--- config.mk ---
export PLATFORM = sky130hd
export DESIGN_NAME = sia_top
export DESIGN_NICKNAME = d
export VERILOG_FILES = /design/src/rtl/sia_pkg.sv /design/src/rtl/sia_alu_if.sv /design/src/rtl/sia_top.sv /design/src/rtl/sia_alu_core.sv
export SDC_FILE = /design/constraint.sdc
export NUM_CORES = 1
export LEC_CHECK = 0
export BUFFER_PORTS_ARGS = -buffer_cell sky130_fd_sc_hd__buf_2
export CORE_ASPECT_RATIO = 1.2
export CORE_UTILIZATION = 55
export DETAILED_ROUTE_END_ITERATION = 6
export GPL_TIMING_DRIVEN = 0
export HOLD_SLACK_MARGIN = 0.08
export PLACE_DENSITY_LB_ADDON = 0.05
export SYNTH_ARGS = -nofsm -noshare
export SYNTH_HDL_FRONTEND = slang
export SYNTH_SLANG_ARGS = --single-unit
--- constraint.sdc ---
create_clock -name clk_in -period 5.3 [get_ports clk_in]
set_input_delay 1.06 -clock clk_in [delete_from_list [all_inputs] [get_ports clk_in]]
set_output_delay 1.06 -clock clk_in [all_outputs]
set_load 0.05 [all_outputs]
--- src/rtl/sia_pkg.sv ---
// shared constants, types and arithmetic for the subtract/inc/dec datapath
package sia_pkg;

  localparam int unsigned DATA_W = 8;
  localparam int unsigned ADDR_W = 8;

  // register byte offsets
  localparam logic [ADDR_W-1:0] ADDR_ACC  = 8'h00;
  localparam logic [ADDR_W-1:0] ADDR_MEM  = 8'h04;
  localparam logic [ADDR_W-1:0] ADDR_FLAG = 8'h08;
  localparam logic [ADDR_W-1:0] ADDR_CMD  = 8'h0C;

  // bus encodings
  localparam logic [2:0] HSIZE_WORD = 3'h2;
  localparam logic       HRESP_OKAY = 1'h0;

  // reset values and constant operands
  localparam logic [DATA_W-1:0] ACC_RST  = 8'h00;
  localparam logic [DATA_W-1:0] MEM_RST  = 8'h00;
  localparam logic [DATA_W-1:0] ZERO_VAL = 8'h00;
  localparam logic [DATA_W-1:0] ONE_VAL  = 8'h01;

  // operation codes, written to the command register
  typedef enum logic [2:0] {
    OP_SUB_MA  = 3'h0,
    OP_SUBC_AM = 3'h1,
    OP_SUBC_MA = 3'h2,
    OP_SUBC_A  = 3'h3,
    OP_SUBC_M  = 3'h4,
    OP_INC_M   = 3'h5,
    OP_DEC_M   = 3'h6,
    OP_CLR_M   = 3'h7
  } sia_op_t;

  // flag layout: bit3 overflow, bit2 aux carry, bit1 carry, bit0 zero
  typedef struct packed {
    logic overflow_flag;
    logic aux_carry_flag;
    logic carry_flag;
    logic zero_flag;
  } sia_flags_t;

  localparam sia_flags_t FLAG_RST = 4'h0;

  typedef struct packed {
    logic [DATA_W-1:0] val;
    sia_flags_t        flg;
  } sia_res_t;

  // x + y + cin, or x - y - cin when sub is set; carry means borrow
  function automatic sia_res_t sia_arith(
    input logic [DATA_W-1:0] x,
    input logic [DATA_W-1:0] y,
    input logic              cin,
    input logic              sub
  );
    logic [DATA_W-1:0] yy;
    logic [DATA_W:0]   s;
    logic [4:0]        n;
    sia_res_t          r;
    yy = sub ? ~y : y;
    s = {1'h0, x} + {1'h0, yy} + {8'h00, cin ^ sub};
    n = {1'h0, x[3:0]} + {1'h0, yy[3:0]} + {4'h0, cin ^ sub};
    r.val = s[DATA_W-1:0];
    r.flg.zero_flag = (s[DATA_W-1:0] == ZERO_VAL);
    r.flg.carry_flag = s[DATA_W] ^ sub;
    r.flg.aux_carry_flag = n[4] ^ sub;
    r.flg.overflow_flag = (x[DATA_W-1] == yy[DATA_W-1]) &&
                          (s[DATA_W-1] != x[DATA_W-1]);
    return r;
  endfunction : sia_arith

endpackage : sia_pkg

--- src/rtl/sia_alu_if.sv ---
// operand and result carrier between the top and the arithmetic core
`timescale 1ns/10ps
interface sia_alu_if;
  import sia_pkg::*;

  sia_op_t           op;
  logic [DATA_W-1:0] acc;
  logic [DATA_W-1:0] mem;
  logic              carry;
  sia_res_t          res;
  logic              to_acc;

  modport core (
    input  op,
    input  acc,
    input  mem,
    input  carry,
    output res,
    output to_acc
  );

  modport user (
    output op,
    output acc,
    output mem,
    output carry,
    input  res,
    input  to_acc
  );
endinterface : sia_alu_if

--- src/rtl/sia_top.sv ---
// subtract, borrow, increment, decrement and clear datapath, ahb-lite slave
//
// Notes on behaviour
// - memory minus accumulator, written back to memory
// - accumulator minus memory minus carry into accumulator
// - memory minus accumulator minus carry into memory
// - accumulator minus carry into accumulator
// - memory minus carry into memory
// - increment memory byte in place
// - decrement memory byte in place
// - clear memory byte, accumulator untouched
`timescale 1ns/10ps
module sia_top
  import sia_pkg::*;
(
  // clock and reset
  input  wire logic              clk_in,
  input  wire logic              rst_in,
  // ahb-lite slave
  input  wire logic              hsel_in,
  input  wire logic [31:0]       haddr_in,
  input  wire logic [1:0]        htrans_in,
  input  wire logic              hwrite_in,
  input  wire logic [2:0]        hsize_in,
  input  wire logic [31:0]       hwdata_in,
  input  wire logic              hready_in,
  output logic      [31:0]       hrdata_out,
  output logic                   hreadyout_out,
  output logic                   hresp_out,
  // memory write-back
  output logic                   mem_wr_out,
  output logic      [DATA_W-1:0] mem_wdata_out,
  // core state
  output logic      [DATA_W-1:0] acc_out,
  output logic      [3:0]        flags_out
);

  logic [DATA_W-1:0] accumulator_register;
  logic [DATA_W-1:0] mem_byte;
  sia_flags_t        flags;
  sia_op_t           last_op;
  logic              wr_pend;
  logic              rd_pend;
  logic [ADDR_W-1:0] wr_addr;
  logic [ADDR_W-1:0] rd_addr;
  logic              addr_ok;
  logic              exec;
  sia_op_t           cmd_op;
  logic              carry_now;

  sia_alu_if alu ();

  // read mux, upper bits read as zero
  function automatic logic [31:0] read_word(
    input logic [ADDR_W-1:0] a,
    input logic [DATA_W-1:0] acc_v,
    input logic [DATA_W-1:0] mem_v,
    input sia_flags_t        flg_v,
    input sia_op_t           op_v
  );
    logic [31:0] w;
    w = 32'h0000_0000;
    case (a)
      ADDR_ACC:  w[DATA_W-1:0] = acc_v;
      ADDR_MEM:  w[DATA_W-1:0] = mem_v;
      ADDR_FLAG: w[3:0] = flg_v;
      ADDR_CMD:  w[2:0] = op_v;
      default:   w = 32'h0000_0000;
    endcase
    return w;
  endfunction : read_word

  // address phase accepted: nonseq or seq, word sized
  assign addr_ok = hsel_in && htrans_in[1] && hready_in &&
                   (hsize_in == HSIZE_WORD);
  assign cmd_op = sia_op_t'(hwdata_in[2:0]);
  assign exec = wr_pend && (wr_addr == ADDR_CMD);
  assign carry_now = flags.carry_flag;

  // operands to the core
  assign alu.op = cmd_op;
  assign alu.acc = accumulator_register;
  assign alu.mem = mem_byte;
  assign alu.carry = carry_now;

  sia_alu_core sia_alu_core_i (
    .alu (alu)
  );

  // write data phase follows the accepted address phase
  always_ff @(posedge clk_in) begin
    if (rst_in) begin
      wr_pend <= 1'h0;
      wr_addr <= ADDR_ACC;
    end else begin
      wr_pend <= addr_ok && hwrite_in;
      if (addr_ok && hwrite_in) begin
        wr_addr <= haddr_in[ADDR_W-1:0];
      end
    end
  end

  // reads take one wait state, data loaded from registers
  always_ff @(posedge clk_in) begin
    if (rst_in) begin
      rd_pend <= 1'h0;
      rd_addr <= ADDR_ACC;
      hreadyout_out <= 1'h1;
      hrdata_out <= 32'h0000_0000;
    end else if (rd_pend) begin
      rd_pend <= 1'h0;
      hreadyout_out <= 1'h1;
      hrdata_out <= read_word(rd_addr, accumulator_register, mem_byte,
                              flags, last_op);
    end else if (addr_ok && !hwrite_in) begin
      rd_pend <= 1'h1;
      rd_addr <= haddr_in[ADDR_W-1:0];
      hreadyout_out <= 1'h0;
    end
  end

  // response is always okay
  always_ff @(posedge clk_in) begin
    hresp_out <= HRESP_OKAY;
  end

  // accumulator: software write or accumulator-destination result
  always_ff @(posedge clk_in) begin
    if (rst_in) begin
      accumulator_register <= ACC_RST;
    end else if (exec && alu.to_acc) begin
      accumulator_register <= alu.res.val;
    end else if (wr_pend && wr_addr == ADDR_ACC) begin
      accumulator_register <= hwdata_in[DATA_W-1:0];
    end
  end

  // addressed memory byte: software load or memory-destination result
  always_ff @(posedge clk_in) begin
    if (rst_in) begin
      mem_byte <= MEM_RST;
    end else if (exec && !alu.to_acc) begin
      mem_byte <= alu.res.val;
    end else if (wr_pend && wr_addr == ADDR_MEM) begin
      mem_byte <= hwdata_in[DATA_W-1:0];
    end
  end

  // flags from every operation, or a software write
  always_ff @(posedge clk_in) begin
    if (rst_in) begin
      flags <= FLAG_RST;
    end else if (exec) begin
      flags <= alu.res.flg;
    end else if (wr_pend && wr_addr == ADDR_FLAG) begin
      flags <= sia_flags_t'(hwdata_in[3:0]);
    end
  end

  // last operation and write-back strobe
  always_ff @(posedge clk_in) begin
    if (rst_in) begin
      last_op <= OP_SUB_MA;
      mem_wr_out <= 1'h0;
      mem_wdata_out <= MEM_RST;
    end else begin
      mem_wr_out <= exec && !alu.to_acc;
      if (exec) begin
        last_op <= cmd_op;
        mem_wdata_out <= alu.res.val;
      end
    end
  end

  assign acc_out = accumulator_register;
  assign flags_out = flags;
endmodule : sia_top

--- src/rtl/sia_alu_core.sv ---
// combinational result and flag generation for each operation
`timescale 1ns/10ps
module sia_alu_core
  import sia_pkg::*;
(
  // operands in, result out
  sia_alu_if.core alu
);

  always_comb begin
    alu.to_acc = 1'h0;
    case (alu.op)
      OP_SUB_MA: begin
        alu.res = sia_arith(alu.mem, alu.acc, 1'h0, 1'h1);
      end
      OP_SUBC_AM: begin
        alu.res = sia_arith(alu.acc, alu.mem, alu.carry, 1'h1);
        alu.to_acc = 1'h1;
      end
      OP_SUBC_MA: begin
        alu.res = sia_arith(alu.mem, alu.acc, alu.carry, 1'h1);
      end
      OP_SUBC_A: begin
        alu.res = sia_arith(alu.acc, ZERO_VAL, alu.carry, 1'h1);
        alu.to_acc = 1'h1;
      end
      OP_SUBC_M: begin
        alu.res = sia_arith(alu.mem, ZERO_VAL, alu.carry, 1'h1);
      end
      OP_INC_M: begin
        alu.res = sia_arith(alu.mem, ONE_VAL, 1'h0, 1'h0);
      end
      OP_DEC_M: begin
        alu.res = sia_arith(alu.mem, ONE_VAL, 1'h0, 1'h1);
      end
      OP_CLR_M: begin
        // zero minus zero gives zero with z set, others clear
        alu.res = sia_arith(ZERO_VAL, ZERO_VAL, 1'h0, 1'h1);
      end
      default: begin
        alu.res = sia_arith(alu.mem, ZERO_VAL, 1'h0, 1'h0);
      end
    endcase
  end

endmodule : sia_alu_core

==> results.md <==
- Num CTS Buffers: 9
- Seq pwr share: 0.431
- Tot GR Track Use: 0.3691
- Detailed placement HPWL: 14.17 mm
- 1st-iter DRT viols: 538
- Async SR Flop Fraction: 0
- Worst Max-Slew Pin Slew: 0.9133 ns
- CP Capture Type: register
- Share of post-route cells with drive strength above 1: 0.1531
- Skew final: 0.01060 ns
- Vias/cell: 6.381
- Largest family of logic cells by synthesized area: simple AND/OR/NAND/NOR gates
- DR DRC count: 0
- Post-synthesis xor/xnor area fraction: 0.06678
- EDFF count, synth: 0
- Synth Warn #: 0
- Power after layout: 0.001031 W
- Die H: 108.0 um
- Number of cells on the critical path: 10
- Gate Count Post-Synth: 672
- Mapped Area: 5152 um2
- Startpoint type of the worst setup path: register
- Synth Area in Simple Gates: 0.2567
- Final count of hold timing violations: 0
- Synth Area in Compound Gates: 0.2071
- Status: finished, final reports clean
- FF+latch area: 1181 um2
- Post-CTS Resized: 0
- Core Area: 9081 um2
- Total negative slack: 0 ns
- Final ANT Viol Nets: 0
- GP Congestion: 1.012
- Max frequency: 259.4 MHz
- IO Count: 129
- Share of the synthesized area in the top cell type: 0.2292
- Max Slew Vio Count: 0
- Post-CTS setup buffer count: 0
- Net Sw Frac: 0.2711
- Pwr dens: 175.7 nW/um2
- H-tree levels: 3
- Reg2reg end: acc_out[5]
- Crit path time final: 3.856 ns
- Peak VDD IR: 0.0002768 V
- Worst hold path class: reg -> reg
- CTS clock-pin slew for the worst setup and hold paths: 0.07 ns
- Synth area leaders: dfxtp_1, ha_1, mux2i_1, nand2_1, nor2_1
- Avg Inst Size Synth: 7.667 um2
- Highest net fanout along the worst path: 9
- Yosys reg bits: 59
- Psw: 0.0002796 W
- Crit path to: acc_out[5]
- Multi-input logic area: 3586 um2
- Number of distinct library cells after synthesis: 77
- Worst reg2reg startpoint: alu.mem[1]
- Crit path launch: alu.mem[1]
- DR vias: 5641
- Clock power share: 0.424
- Maxcap violations: 0
- First drt pass iteration count: 6
- Most frequent cell after synthesis: nand2_1
- Vias in the first global route: 5275
- Clk buf depth: 2
- Register-to-Register Path Depth: 10
- Hold_buf cts: 0
- Top delay family on crit path: simple AND/OR/NAND/NOR gates
- Initial antenna violation count: 0
- Final #Nets: 865
- Util after Layout: 0.6465
- RSZ-0062 raised after global routing: no
- Mux share of post-synthesis cell area: 0.06751
- Avg WL per Cell: 20.60 um
- Final setup violating endpoints: 0
- Largest net degree at the start of global routing: 11
- Final period utilization: 0.7275
- Largest stage delay on the critical path: 0.65 ns
- Reg2reg setup slack: 1.44 ns
- Initial cell density of the core: 0.5674
- Synth area leader: dfxtp_1
- Worst EP arrival: 4.11 ns
- Pint: 0.0007518 W
- TritonCTS clock tree: yes
- Global-route wire length before repair: 27.87 mm
- Grt total ovfl: 0
- Kind of critical path: reg -> reg
- CP Buf/Inv Count: 1
- Post-Synth Adder-Cell Area: 0.07965
- N_diodes: 0
- Port bufs: 53
- Comb power frac: 0.145
- Crit-path cells: inv_1, fa_1, xnor2_4, and3_4, or3b_4, or4_1, a21oi_1, o22ai_1, nor2b_1, a311oi_1
- Chip width: 90.36 um
- Area Overhead vs Synth: 13.94%
- Slew Limit Headroom: 0.3855
- CTS sink cnt: 59
- Crit-path slowest cell: dfxtp_1
- CTS root buf: clkbuf_8
- Fillers: 828
- Sequential area share after synthesis: 0.2292
- Final wirelength: 18.21 mm
- Ys flop type: dfxtp_1
- Critical Path RT: 5.56 ns
- Cell Rows: 38
- Die area: 9761 um2
- Leak: 2.498 nW
- Post-synth top cells: nand2_1, nor2_1, dfxtp_1
- Clock latency on the worst-skew pair: 0.35 ns
## power groups by stage
stage	sequential (W)	clock [W]	combinational, W
after floorplan	0.000455	0	0.000105
after global placement	0.000455	0	0.000144
after detailed placement	0.000455	0	0.000144
after CTS	0.000445	0.000440	0.000145
after global routing	0.000445	0.000457	0.000155
final	0.000445	0.000437	0.000149
## per-stage QoR
step / std cells / setup slack (ns) / hold slack, ns / instance area [um2]
6_report: 884 / 1.444 / 0.4562 / 5871
5_1_grt: 884 / 1.320 / 0.4801 / 5871
4_1_cts: 884 / 1.503 / 0.4596 / 5871
3_5_place_dp: 869 / 1.555 / 0.4509 / 5658
3_3_place_gp: 869 / 1.586 / 0.4429 / 5658
2_1_floorplan: 696 / 2.024 / 0.4332 / 5243
## worst reg2reg max path, stage by stage (launching register included)
cell,delay [ns]
dfxtp_1,0.65
inv_1,0.37
fa_1,0.62
xnor2_4,0.28
and3_4,0.23
or3b_4,0.42
or4_1,0.42
a21oi_1,0.17
o22ai_1,0.17
nor2b_1,0.18
a311oi_1,0.24
## placed cells by master (no fill, tap or decap), types with 11 or more instances in the layout
cell type,netlist,routed
nor3_1,17,17
nor2_1,65,65
clkbuf_8,0,13
conb_1,1,25
inv_1,28,28
nand3_1,32,32
buf_2,2,55
nand2b_1,11,11
dfxtp_1,59,59
a21oi_1,46,46
o21ai_0,24,24
nand4_1,12,12
buf_4,26,26
clkbuf_1,34,35
mux2i_1,28,28
nand2_1,66,66
ha_1,28,28
xnor2_1,26,26
## layout make-up
type                    instances  share of cell area
plain buffers                  66             0.06181
clock buffers                  14             0.03112
clock inverters                 1            0.005115
inverters                      30             0.01918
multi-input cells             541              0.6108
flip-flops and latches         59              0.2012
well taps                     120             0.02558
repair buffers                 53             0.04518
## flip-flops by register name (all words and copies together), names as in the netlist
register / count
mem_wr_out: 1
rd_pend: 1
wr_addr: 8
alu.mem: 8
hreadyout_out: 1
mem_wdata_out: 8
wr_pend: 1
hrdata_out: 8
last_op: 3
alu.carry: 1
flags_out: 3
acc_out: 8
rd_addr: 8
## layer usage
layer	wire length [um]	track usage	vias up	part of all wire
met5	0	0	-	0
met4	1111	0.2339	0	0.061
met3	1552	0.05837	92	0.085
met2	8512	0.6347	366	0.47
met1	7037	0.4309	2614	0.39
li1	-	-	2569	-
## worst min path at each step
stage,start,to,cells past startpoint,slack [ns]
finish,mem_wdata_out[6],mem_wdata_out[6],2,0.46
global route,mem_wdata_out[6],mem_wdata_out[6],2,0.48
CTS,mem_wdata_out[6],mem_wdata_out[6],2,0.46
detailed placement,mem_wdata_out[6],mem_wdata_out[6],2,0.45
global placement,mem_wdata_out[6],mem_wdata_out[6],2,0.44
floorplan,last_op[0],last_op[0],2,0.43
## cell families after synthesis
logic type	count (synthesis)
and+or+nand+nor	262
AOI/OAI and AO/OA	158
DFF	59
xor gates and xnor gates	34
muxes	31
buffers and inverters	96
adders and majority gates	31
other	1
No activity file was read; power rests on OpenSTA's default activity.
